$ cat config.mk
export PLATFORM = sky130hd
export DESIGN_NAME = wdc_watchdog
export DESIGN_NICKNAME = d
export VERILOG_FILES = /design/src/shared/wdc_pkg.sv /design/src/logic/wdc_watchdog.sv
export SDC_FILE = /design/constraint.sdc
export NUM_CORES = 1
export LEC_CHECK = 0
export BUFFER_PORTS_ARGS = -buffer_cell sky130_fd_sc_hd__buf_4
export CAP_MARGIN = 15
export CORE_MARGIN = 2
export CORE_UTILIZATION = 33
export CTS_BUF_LIST = sky130_fd_sc_hd__clkbuf_8
export DETAILED_ROUTE_END_ITERATION = 8
export GPL_ROUTABILITY_DRIVEN = 0
export PLACE_DENSITY = 0.49
export SKIP_CTS_REPAIR_TIMING = 1
export SYNTH_ARGS = -nofsm -noshare
export SYNTH_HDL_FRONTEND = slang
export SYNTH_SLANG_ARGS = --single-unit
$ cat constraint.sdc
create_clock -name i_clk -period 3.1 [get_ports i_clk]
set_input_delay 0.155 -clock i_clk [delete_from_list [all_inputs] [get_ports i_clk]]
set_output_delay 0.155 -clock i_clk [all_outputs]
set_load 0.02 [all_outputs]
$ cat src/shared/wdc_pkg.sv
// Package of constants and carrier types for the watchdog down counter
package wdc_pkg;
  localparam int unsigned WDC_CNT_W = 32;
  localparam int unsigned WDC_SYS_CLK_HZ = 100_000_000;
  localparam logic [31:0] WDC_RST_RELOAD = 32'hffff_ffff;
  localparam logic [31:0] WDC_RST_COUNT = 32'hffff_ffff;
  localparam int unsigned WDC_RST_PULSE_CYC = 16;

  // Software side controls, sampled every system clock
  typedef struct packed {
    logic enable;
    logic load_strobe;
    logic [WDC_CNT_W-1:0] reload_value;
    logic clear_flag;
    logic restart;
  } wdc_ctrl_t;

  // Status seen by software and the power controller
  typedef struct packed {
    logic irq;
    logic flag;
    logic wakeup;
    logic sys_reset;
    logic [WDC_CNT_W-1:0] count;
  } wdc_stat_t;
endpackage : wdc_pkg

$ cat src/logic/wdc_watchdog.sv
// Watchdog down counter ticking on the low-speed clock, with interrupt and reset
`timescale 1ns/1ps

module wdc_watchdog #(
  parameter int unsigned RST_PULSE_CYC = wdc_pkg::WDC_RST_PULSE_CYC
) (
  // Clock and reset
  input wire logic i_clk,
  input wire logic i_rst,
  // Low-speed 32.768 kHz clock, asynchronous to i_clk
  input wire logic i_lsclk,
  // Standby indication from the power controller
  input wire logic i_standby,
  // Software controls
  input wire wdc_pkg::wdc_ctrl_t i_ctrl,
  // Status and events
  output wdc_pkg::wdc_stat_t o_stat
);
  import wdc_pkg::*;

  // Pulse counter width; RST_PULSE_CYC must fit in it
  localparam int unsigned RST_CNT_W = 8;
  localparam logic [RST_CNT_W-1:0] RST_CNT_LOAD = RST_PULSE_CYC[RST_CNT_W-1:0];

  // A zero-length pulse would never reach the system
  if (RST_PULSE_CYC < 1 || RST_PULSE_CYC > 255) begin : g_bad_pulse
    $error("RST_PULSE_CYC must be 1..255");
  end

  // Reset values and the decrement are written at this width
  if (WDC_CNT_W != 32) begin : g_bad_width
    $error("WDC_CNT_W must be 32");
  end

  // Low-speed clock synchroniser and edge detector
  logic ls_meta;
  logic ls_sync;
  logic ls_prev;
  logic tick;

  // Counter path
  logic [WDC_CNT_W-1:0] reload_value;
  logic [WDC_CNT_W-1:0] next_reload_value;
  logic [WDC_CNT_W-1:0] count;
  logic [WDC_CNT_W-1:0] next_count;
  logic count_zero;
  logic dec_en;
  logic timeout;

  // Flag, wake request and reset pulse
  logic flag;
  logic next_flag;
  logic wake;
  logic next_wake;
  logic serviced;
  logic reset_trig;
  logic [RST_CNT_W-1:0] rst_cnt;
  logic [RST_CNT_W-1:0] next_rst_cnt;
  logic sys_reset;
  logic next_sys_reset;

  // Reset high so a high low-speed clock at release is no edge
  always_ff @(posedge i_clk) begin
    if (i_rst) begin
      ls_meta <= 1'b1;
      ls_sync <= 1'b1;
    end else begin
      ls_meta <= i_lsclk;
      ls_sync <= ls_meta;
    end
  end

  // Edge detector reads only the second stage
  always_ff @(posedge i_clk) begin
    if (i_rst) begin
      ls_prev <= 1'b1;
    end else begin
      ls_prev <= ls_sync;
    end
  end

  // One tick per rising edge of the low-speed clock
  assign tick = ls_sync & ~ls_prev;

  // Software load replaces the stored reload value
  always_comb begin
    next_reload_value = reload_value;
    if (i_ctrl.load_strobe) begin
      next_reload_value = i_ctrl.reload_value;
    end
  end

  always_ff @(posedge i_clk) begin
    if (i_rst) begin
      reload_value <= WDC_RST_RELOAD;
    end else begin
      reload_value <= next_reload_value;
    end
  end

  // Counter is at its last tick
  assign count_zero = (count == '0);
  // Standby does not gate the counter: only enable does
  assign dec_en = i_ctrl.enable & tick;
  assign timeout = dec_en & count_zero;

  // Load beats restart, restart beats timeout, timeout beats decrement
  always_comb begin
    next_count = count;
    if (i_ctrl.load_strobe) begin
      next_count = i_ctrl.reload_value;
    end else if (i_ctrl.restart) begin
      next_count = reload_value;
    end else if (timeout) begin
      next_count = reload_value;
    end else if (dec_en) begin
      next_count = count - 32'h0000_0001;
    end
  end

  always_ff @(posedge i_clk) begin
    if (i_rst) begin
      count <= WDC_RST_COUNT;
    end else begin
      count <= next_count;
    end
  end

  // Set beats clear so a timeout in the clearing cycle is kept
  always_comb begin
    next_flag = flag;
    if (timeout) begin
      next_flag = 1'b1;
    end else if (i_ctrl.clear_flag) begin
      next_flag = 1'b0;
    end
  end

  always_ff @(posedge i_clk) begin
    if (i_rst) begin
      flag <= 1'b0;
    end else begin
      flag <= next_flag;
    end
  end

  // Wake request held until the system leaves standby
  always_comb begin
    next_wake = wake;
    if (timeout && i_standby) begin
      next_wake = 1'b1;
    end else if (!i_standby) begin
      next_wake = 1'b0;
    end
  end

  always_ff @(posedge i_clk) begin
    if (i_rst) begin
      wake <= 1'b0;
    end else begin
      wake <= next_wake;
    end
  end

  // A clear in the timeout cycle still counts as serviced
  assign serviced = ~flag | i_ctrl.clear_flag;
  assign reset_trig = timeout & ~serviced;

  // Counts down the remaining cycles of the reset pulse
  always_comb begin
    next_rst_cnt = rst_cnt;
    if (reset_trig) begin
      next_rst_cnt = RST_CNT_LOAD;
    end else if (rst_cnt != 8'h00) begin
      next_rst_cnt = rst_cnt - 8'h01;
    end
  end

  always_ff @(posedge i_clk) begin
    if (i_rst) begin
      rst_cnt <= 8'h00;
    end else begin
      rst_cnt <= next_rst_cnt;
    end
  end

  // High from the trigger until the counter runs out
  always_comb begin
    next_sys_reset = sys_reset;
    if (reset_trig) begin
      next_sys_reset = 1'b1;
    end else if (rst_cnt <= 8'h01) begin
      next_sys_reset = 1'b0;
    end
  end

  always_ff @(posedge i_clk) begin
    if (i_rst) begin
      sys_reset <= 1'b0;
    end else begin
      sys_reset <= next_sys_reset;
    end
  end

  // Status taps; every field is a register
  always_comb begin
    o_stat.irq = flag;
    o_stat.flag = flag;
    o_stat.wakeup = wake;
    o_stat.sys_reset = sys_reset;
    o_stat.count = count;
  end
endmodule : wdc_watchdog

# Yosys cells after proc, flatten, opt, wreduce, memory -nomap -nowiden
# Index checks and enable logic that the tools add are counted.
[word_totals]
register_bits = 78
in_bits = 40
output_inout_bits = 36
word_cells = 42
[classes]
addsub = 2
magnitude_cmp = 1
n_eq_ne = 1
mux = 12
bitwise = 8
n_reduce_logical = 8
[ops]
columns = ["operator", "count"]
rows = [
  ["$mux W32", 4],
  ["$logic_not A32 Y1", 1],
  ["$sub A32 B1 Y32 const B", 1],
  ["$mux W5", 2],
  ["$le A8 B1 Y1 const B", 1],
  ["$reduce_bool A8 Y1", 1],
  ["$sub A8 B1 Y8 const B", 1],
  ["$mux W1", 6],
  ["$reduce_bool A2 Y1", 3],
  ["$and A1 B1 Y1", 4],
  ["$reduce_bool A4 Y1", 1],
  ["$not A1 Y1", 3],
  ["$ne A2 B1 Y1 const B", 1],
  ["$reduce_or A2 Y1", 1],
  ["$logic_and A1 B1 Y1", 1],
  ["$or A1 B1 Y1", 1],
]

# Depth between registers and ports, before layout
# Gate-level depths: netlist of the first run.
[logic_depth]
depth_word = 7
ltp_mapped = 9
ltp_nobuf = 8

# Worst setup path after synthesis of the first run
# No wires, ideal clock.
[synth_timing]
path_kind = "register -> register"
from = "register count[14]"
to = "register count[3]"
setup_ns = 0.058
arrival_time_ns = 2.379
required_time_ns = 3.042
slack_ns = 0.662
stages_incl_launch_ff = 8
n_path_buf = 1
period_less_slack_ns = 2.438
path_cell_list = "dfxtp_1 -> or4_4 -> or3_1 -> buf_2 -> or4_4 -> o21ai_2 -> o21a_1 -> o22a_1"
[synth_between]
elab_chain_cells = 5
word_cells_on_any_way = 6
cone_classes = "mux (3); bitwise (1); reduce/logical (2)"
[synth_lines]
columns = ["element", "line_no", "text"]
rows = [
  ["from (decl)", "wdc_watchdog.sv:44", "logic [WDC_CNT_W-1:0] count;"],
  ["from (signal assigned)", "wdc_watchdog.sv:125", "count <= next_count;"],
  ["$logic_not A32 Y1 (*)", "wdc_watchdog.sv:102", "assign count_zero = (count == '0);"],
  ["$and A1 B1 Y1 (*)", "wdc_watchdog.sv:105", "assign timeout = dec_en & count_zero;"],
  ["$mux W32", "wdc_watchdog.sv:114", "end else if (timeout) begin"],
  ["$mux W32", "wdc_watchdog.sv:112", "end else if (i_ctrl.restart) begin"],
  ["$mux W32", "wdc_watchdog.sv:110", "if (i_ctrl.load_strobe) begin"],
]
# Every way passes the cells marked *; elsewhere a longest branch is shown, timed or not.
# A chain may end at the register's enable or synchronous reset.

# Worst setup path after layout of the first run
[layout_timing]
from = "register count[15]"
to = "register count[25]"
[layout_between]
elab_chain_cells = 5
word_cells_on_any_way = 8
cone_classes = "add/sub (1); mux (4); bitwise (1); reduce/logical (2)"
[layout_lines]
columns = ["element", "line_no"]
rows = [
  ["$sub A32 B1 Y32 or $logic_not A32 Y1 (tied branches)", "wdc_watchdog.sv:117, wdc_watchdog.sv:102"],
  ["$mux W32 or $and A1 B1 Y1 (tied branches)", "wdc_watchdog.sv:116, wdc_watchdog.sv:105"],
  ["$mux W32", "wdc_watchdog.sv:114"],
  ["$mux W32", "wdc_watchdog.sv:112"],
  ["$mux W32", "wdc_watchdog.sv:110"],
]
# Several ways; a longest one is shown, not always the timed one. The select of a mux whose other input is x is not followed.

==> results of run 1 <==
-- state kept, by name (all words and copies together) (netlist names) --
signal and flops:
count 32, reload_value 32, rst_cnt 8, flag 1, ls_meta 1, ls_prev 1
ls_sync 1, sys_reset 1, wake 1
-- worst min-delay path by stage --
stage | depth (start not counted) | end | from
6_report | 3 | reload_value[10]$_SDFFE_PP1P_ | i_ctrl[12]
5_1_grt | 3 | reload_value[28]$_SDFFE_PP1P_ | i_ctrl[30]
4_1_cts | 2 | ls_meta$_SDFF_PP1_ | i_lsclk
3_5_place_dp | 2 | ls_meta$_SDFF_PP1_ | i_lsclk
3_3_place_gp | 2 | ls_meta$_SDFF_PP1_ | i_lsclk
2_1_floorplan | 2 | reload_value[10]$_SDFFE_PP1P_ | i_ctrl[12]
-- metrics by stage --
| stage | instance area, um2 | power [uW] | std cells | worst slack (ns) | hold slack (ns) |
|---|---|---|---|---|---|
| after detailed placement | 4820 | 1960 | 717 | 0.381 | 0.342 |
| final | 5070 | 2800 | 736 | 0.327 | -0.0123 |
| after CTS | 5040 | 2820 | 733 | 0.363 | -0.0509 |
| after global placement | 4820 | 1940 | 717 | 0.430 | 0.342 |
| after floorplan | 4020 | 1710 | 502 | 0.662 | 0.258 |
| after global routing | 5070 | 2960 | 736 | 0.244 | 0.000157 |
-- routing by layer --
layer	share of wire	up-vias
met2	0.45	119
met1	0.47	1960
li1	-	2016
met5	0	-
met3	0.054	16
met4	0.020	0
-- power by group through the flow --
stage | clock, uW | combinational (uW) | sequential, uW
after detailed placement | 0 | 700 | 1260
after CTS | 881 | 706 | 1240
after global placement | 0 | 687 | 1260
final | 854 | 705 | 1240
after global routing | 916 | 787 | 1250
after floorplan | 0 | 431 | 1280
-- placed cells by master (no fill, tap or decap), drive strengths merged, types with 6 or more instances in the layout --
cell	instances
buf	100
dfxtp	78
nand2	61
a21oi	57
nor2	35
o21ai	33
inv	24
nor3	15
clkbuf	13
a221oi	11
nor4	10
o21a	9
nand3	9
o211ai	9
o22a	8
a31oi	8
xnor2	8
nand4	7
or3	6
-- cells by family after synthesis --
family	after synthesis	share of synthesized area
AOI/OAI and AO/OA	177	0.292
xor gates and xnor gates	10	0.0218
adders and majority gates	4	0.0124
buffers and inverters	56	0.0569
DFF	78	0.388
muxes	5	0.0124
and+or+nand+nor	172	0.216
-- layout make-up --
cell class	count	area, um2
Clock buffer	13	179
Clock inverter	3	40.0
Fill cell	1225	6900
Inverter	24	90.1
Multi-Input combinational cell	368	2230
Sequential cell	78	1560
Tap cell	147	184
Timing Repair Buffer	103	781
-- critical path: cells and delay by family (launching register included) --
family,cells,cell delay (ns)
buffers and inverters,1,0.26
AO/OA/AOI/OAI,3,0.95
AND/OR/NAND/NOR,2,1.08
flip-flops,1,0.38
==> out/metrics.cfg, run 1 <==
[outcome]
status = finished with violations
violations = negative hold slack

[sta]
finalSetupViolCount = 0
rsz0062_at_grt = false
timing.final.crit_period_ns = 2.77
slew_violations = 0
holdWs_ns = -0.0123
fmax_mhz = 361
finalSetupTns_ns = 0
finalHoldViolations = 4
worstMarginPinSlew_ns = 0.992
slew_headroom = 0.334
fin_worst_skew_ns = 0.0102
fin_crit_sh = 0.895

[grt]
grt_util_met1 = 0.292
overflow = 0
grt_start_max_net_pins = 50
grt_pass1_vias = 3849
grt_pass1_wl_mm = 21.1
antenna_found_initial = 0
grt_busiest_layer = met2
track_usage = 0.213
use_met2 = 0.326
use_met3 = 0.0482

[pwr]
power.leakage_uw = 0.00208
clkPwrFrac = 0.306
peakVddDrop_uv = 248
internal-power_uw = 1900
seq_power_share = 0.442
power.switching_uw = 898
power_density_nw_per_um2 = 552
p_sw_frac = 0.321
comb_power_share = 0.252

[clock_network]
cts_buffers = 9
clock_latency_ns = 0.37
cts.sinks = 78
cts_buffer_depth = 2
clk_pin_slew_ns = 0.08
tritoncts = done
root_buffer = clkbuf_8
htree_num_levels = 3

[setup_path]
r2r-start = count[15]$_SDFFE_PP1P_
slowest_delay_ns = 0.69
endpoint_kind = register
critPathSlowestCell = o31ai_4
crit_start = count[15]$_SDFFE_PP1P_
worstPathCellList = or4_4 > or3_1 > o31ai_4 > buf_4 > a21oi_1 > o22a_1
critPathKind = register to register
arrival_ns = 3.05
critPathLaunchType = register
r2r_cells = 6
crit_path_max_fanout = 13
timing.rr.end = count[25]$_SDFFE_PP1P_
required_ns = 3.37
r2r_slack_ns = 0.33
crit_path_end = count[25]$_SDFFE_PP1P_

[drt]
drt_iter0_drc = 218
ant_nets = 0
via_count = 4111
wl_mm = 13.5
wl_per_cell_um = 18.3
drc_errors = 0
dr.pass1.iters = 5
vias_per_cell = 5.59

[synth]
netlist_top_cells_area = dfxtp_1, a21oi_1, nand2_1, o21ai_0, nor2_1
synthTopCellsByCount = dfxtp_1, nand2_1, a21oi_1
syn_nets = 546
syn_area_um2 = 4020
yosysWarnings = 0
synth_top_area_share = 0.388
synth-main-ff-cell = dfxtp_1
yosysSeqAreaShare = 0.388
synthArstFlopShare = 0
ys_types = 60
synth-edff-count = 0
synthCells = 502
syn_avg_cell_area_um2 = 8.01
yosysMostFrequentCell = dfxtp_1
ys_seq_elements = 78
post-synth-top-area-cell = dfxtp_1

[die]
die_area_um2 = 13100
fp-row-count = 40
core_area_um2 = 12000
die_x_um = 114
ios = 76
die_h_um = 114
initial_utilization = 0.336

[cells_and_area]
fin_util = 0.424
layout.nets = 628
n_antenna_cell = 0
area_growth_pct = 26.0
drive_gt1_frac = 0.222

[placed_design]
port_buffers = 75
place_hpwl_mm = 9.76

[min_path]
hold_path.class = input pin to register

[run]
max-cap-violations = 0

Power figures use the tool's default switching activity.
==> run 2: changes to the inputs <==
--- a/config.mk
+++ b/config.mk
@@ -7,12 +7,14 @@
 export LEC_CHECK = 0
 export BUFFER_PORTS_ARGS = -buffer_cell sky130_fd_sc_hd__buf_4
 export CAP_MARGIN = 15
+export CELL_PAD_IN_SITES_DETAIL_PLACEMENT = 0
+export CELL_PAD_IN_SITES_GLOBAL_PLACEMENT = 1
 export CORE_MARGIN = 2
 export CORE_UTILIZATION = 33
 export CTS_BUF_LIST = sky130_fd_sc_hd__clkbuf_8
 export DETAILED_ROUTE_END_ITERATION = 8
 export GPL_ROUTABILITY_DRIVEN = 0
-export PLACE_DENSITY = 0.49
+export PLACE_DENSITY = 0.64
 export SKIP_CTS_REPAIR_TIMING = 1
 export SYNTH_ARGS = -nofsm -noshare
 export SYNTH_HDL_FRONTEND = slang
==> run 2 against run 1 <==
The flow still finishes with violations (negative hold slack); via count is 0.73% higher; sequential share of layout area is 0.31 points higher; critical path type unchanged; power is 3.9% lower; clock power is 12% lower.
==> out/metrics.cfg, run 2 (synthesized netlist as in run 1, its figures left out) <==
[setup_path]
crit_top_cell = or4_4
endpoint_kind = register
arrival_ns = 2.91  ; -0.14 ns
worstPathCellList = or4_4 > or3_1 > or4_4 > o21ai_2 > o21a_1 > o22a_1
critPathLaunchType = register
slowest_delay_ns = 0.60  ; -0.09 ns
critPathSlowestCell = or4_4
critPathKind = register to register
required_ns = 3.42  ; +0.05 ns
crit_path_max_fanout = 7  ; -6

[sta]
fin_worst_skew_ns = 0.00784  ; -0.00236 ns
finalSetupViolCount = 0  ; unchanged
rsz0062_at_grt = false
slew_headroom = 0.544  ; +0.210
holdWs_ns = -0.00928  ; +0.00305 ns
fmax_mhz = 385  ; +6.7%
timing.final.crit_period_ns = 2.60  ; -0.174 ns
slew_violations = 0  ; unchanged
worstMarginPinSlew_ns = 0.683  ; -0.310 ns
finalHoldViolations = 3  ; -1
finalSetupTns_ns = 0  ; unchanged
fin_crit_sh = 0.839  ; -0.0561

[cells_and_area]
layout_commonest_cell = buf_4
fin_util = 0.419  ; -0.00419
drive_gt1_frac = 0.217  ; -0.00569
fillers = 1242  ; +1.4%
fin_area_um2 = 5020  ; -0.99%
n_antenna_cell = 0  ; unchanged
area_growth_pct = 24.7
seq_area_um2 = 1560  ; unchanged
multi_input_area_um2 = 2230  ; unchanged
top_regs = count (32), reload_value (32), rst_cnt (8)
layout_common_cells = buf_4, dfxtp_1, nand2_1, a21oi_1, nor2_1
layout.nets = 626  ; -0.32%

[grt]
overflow = 0  ; unchanged
track_usage = 0.214  ; +0.000788
grt_pass1_vias = 3972  ; +3.2%
antenna_found_initial = 0  ; unchanged
grt_pass1_wl_mm = 21.3  ; +0.88%
grt_start_max_net_pins = 54  ; +8.0%

[die]
fp-row-count = 40  ; unchanged
die_area_um2 = 13100  ; unchanged
initial_utilization = 0.336  ; unchanged
core_area_um2 = 12000  ; unchanged
die_h_um = 114  ; unchanged
ios = 76  ; unchanged
die_x_um = 114  ; unchanged

[drt]
wl_per_cell_um = 18.6  ; +1.4%
vias_per_cell = 5.65  ; +1.1%
via_count = 4141  ; +0.73%
routed.top_layer = met4
wl_met3_um = 592  ; -19%
dr.pass1.iters = 5  ; unchanged
drt_iter0_drc = 282  ; +29%
wl_mm = 13.6  ; +0.99%
wl_met2_mm = 6.25  ; +2.8%
drc_errors = 0  ; unchanged
ant_nets = 0  ; unchanged
wl_met1_mm = 6.47  ; +1.2%

[placed_design]
port_buffers = 75  ; unchanged
post_dp_cell_area_um2 = 4800  ; -0.31%
place_hpwl_mm = 9.91  ; +1.5%

[clock_network]
root_buffer = clkbuf_8
clk_pin_slew_ns = 0.08  ; about the same
cts_buffers = 9  ; unchanged
cts.sinks = 78  ; unchanged
clock_latency_ns = 0.37  ; about the same
htree_num_levels = 3  ; unchanged
tritoncts = done
cts_buffer_depth = 2  ; unchanged

[min_path]
hold_path.class = input pin to register

[outcome]
violations = negative hold slack
status = finished with violations

[pwr]
peakVddDrop_uv = 243  ; -1.8%
power_density_nw_per_um2 = 535  ; -3.0%
power.leakage_uw = 0.00206  ; -1.0%
power_uw = 2690  ; -3.9%

[run]
max-cap-violations = 0  ; unchanged

## run 2: cell count changes in the layout (fill, tap and decap cells not counted)
cell	delta
buf_4	-1
bufinv_16	-1
clkinv_2	-2
dlygate4sd3_1	-1
inv_1	+2
## run 2: worst paths after layout
kind | from | to | slack (ns) | depth (start not counted)
setup / recovery | count[15]$_SDFFE_PP1P_ | count[3]$_SDFFE_PP1P_ | 0.50 | 6
hold / removal | i_ctrl[7] | reload_value[5]$_SDFFE_PP1P_ | -0.009 | 3
setup reg to reg | count[15]$_SDFFE_PP1P_ | count[3]$_SDFFE_PP1P_ | 0.50 | 6
hold reg to reg | ls_meta$_SDFF_PP1_ | ls_sync$_SDFF_PP1_ | 0.44 | 1
## run 2: stage by stage
| stage | hold WS [ns] | setup slack [ns] | std cells |
|---|---|---|---|
| 2_1_floorplan | 0.258 | 0.662 | 502 |
| 3_5_place_dp | 0.344 | 0.529 | 715 |
| 4_1_cts | -0.0475 | 0.512 | 730 |
| 3_3_place_gp | 0.343 | 0.530 | 715 |
| 5_1_grt | 0.00954 | 0.313 | 733 |
| 6_report | -0.00928 | 0.501 | 733 |
## run 2: area by class of cell
type,instances,area share
inverters,24,0.0180
repair buffers,101,0.152
clock buffers,13,0.0357
multi-input cells,368,0.445
clock inverters,2,0.00150
well taps,147,0.0367
flip-flops and latches,78,0.311
## run 2: per-layer routing
layer	up-vias	GRT usage
met5	-	0
met2	108	0.339
met4	0	0.0854
li1	2008	-
met1	2005	0.288
met3	20	0.0365
## run 2: critical path, delay by kind of cell, from the launching register on
family / cells / cell delay (ns)
AOI/OAI and AO/OA: 3 / 0.48
and+or+nand+nor: 3 / 1.68
DFF: 1 / 0.37
## run 2: power breakdown
| group | leakage [uW] | switching (uW) | total, uW | internal [uW] |
|---|---|---|---|---|
| registers | 0.000649 | 121 | 1240 | 1120 |
| logic | 0.00130 | 378 | 698 | 320 |
| clock network | 0.000104 | 379 | 748 | 369 |
| total | 0.00206 | 878 | 2690 | 1810 |
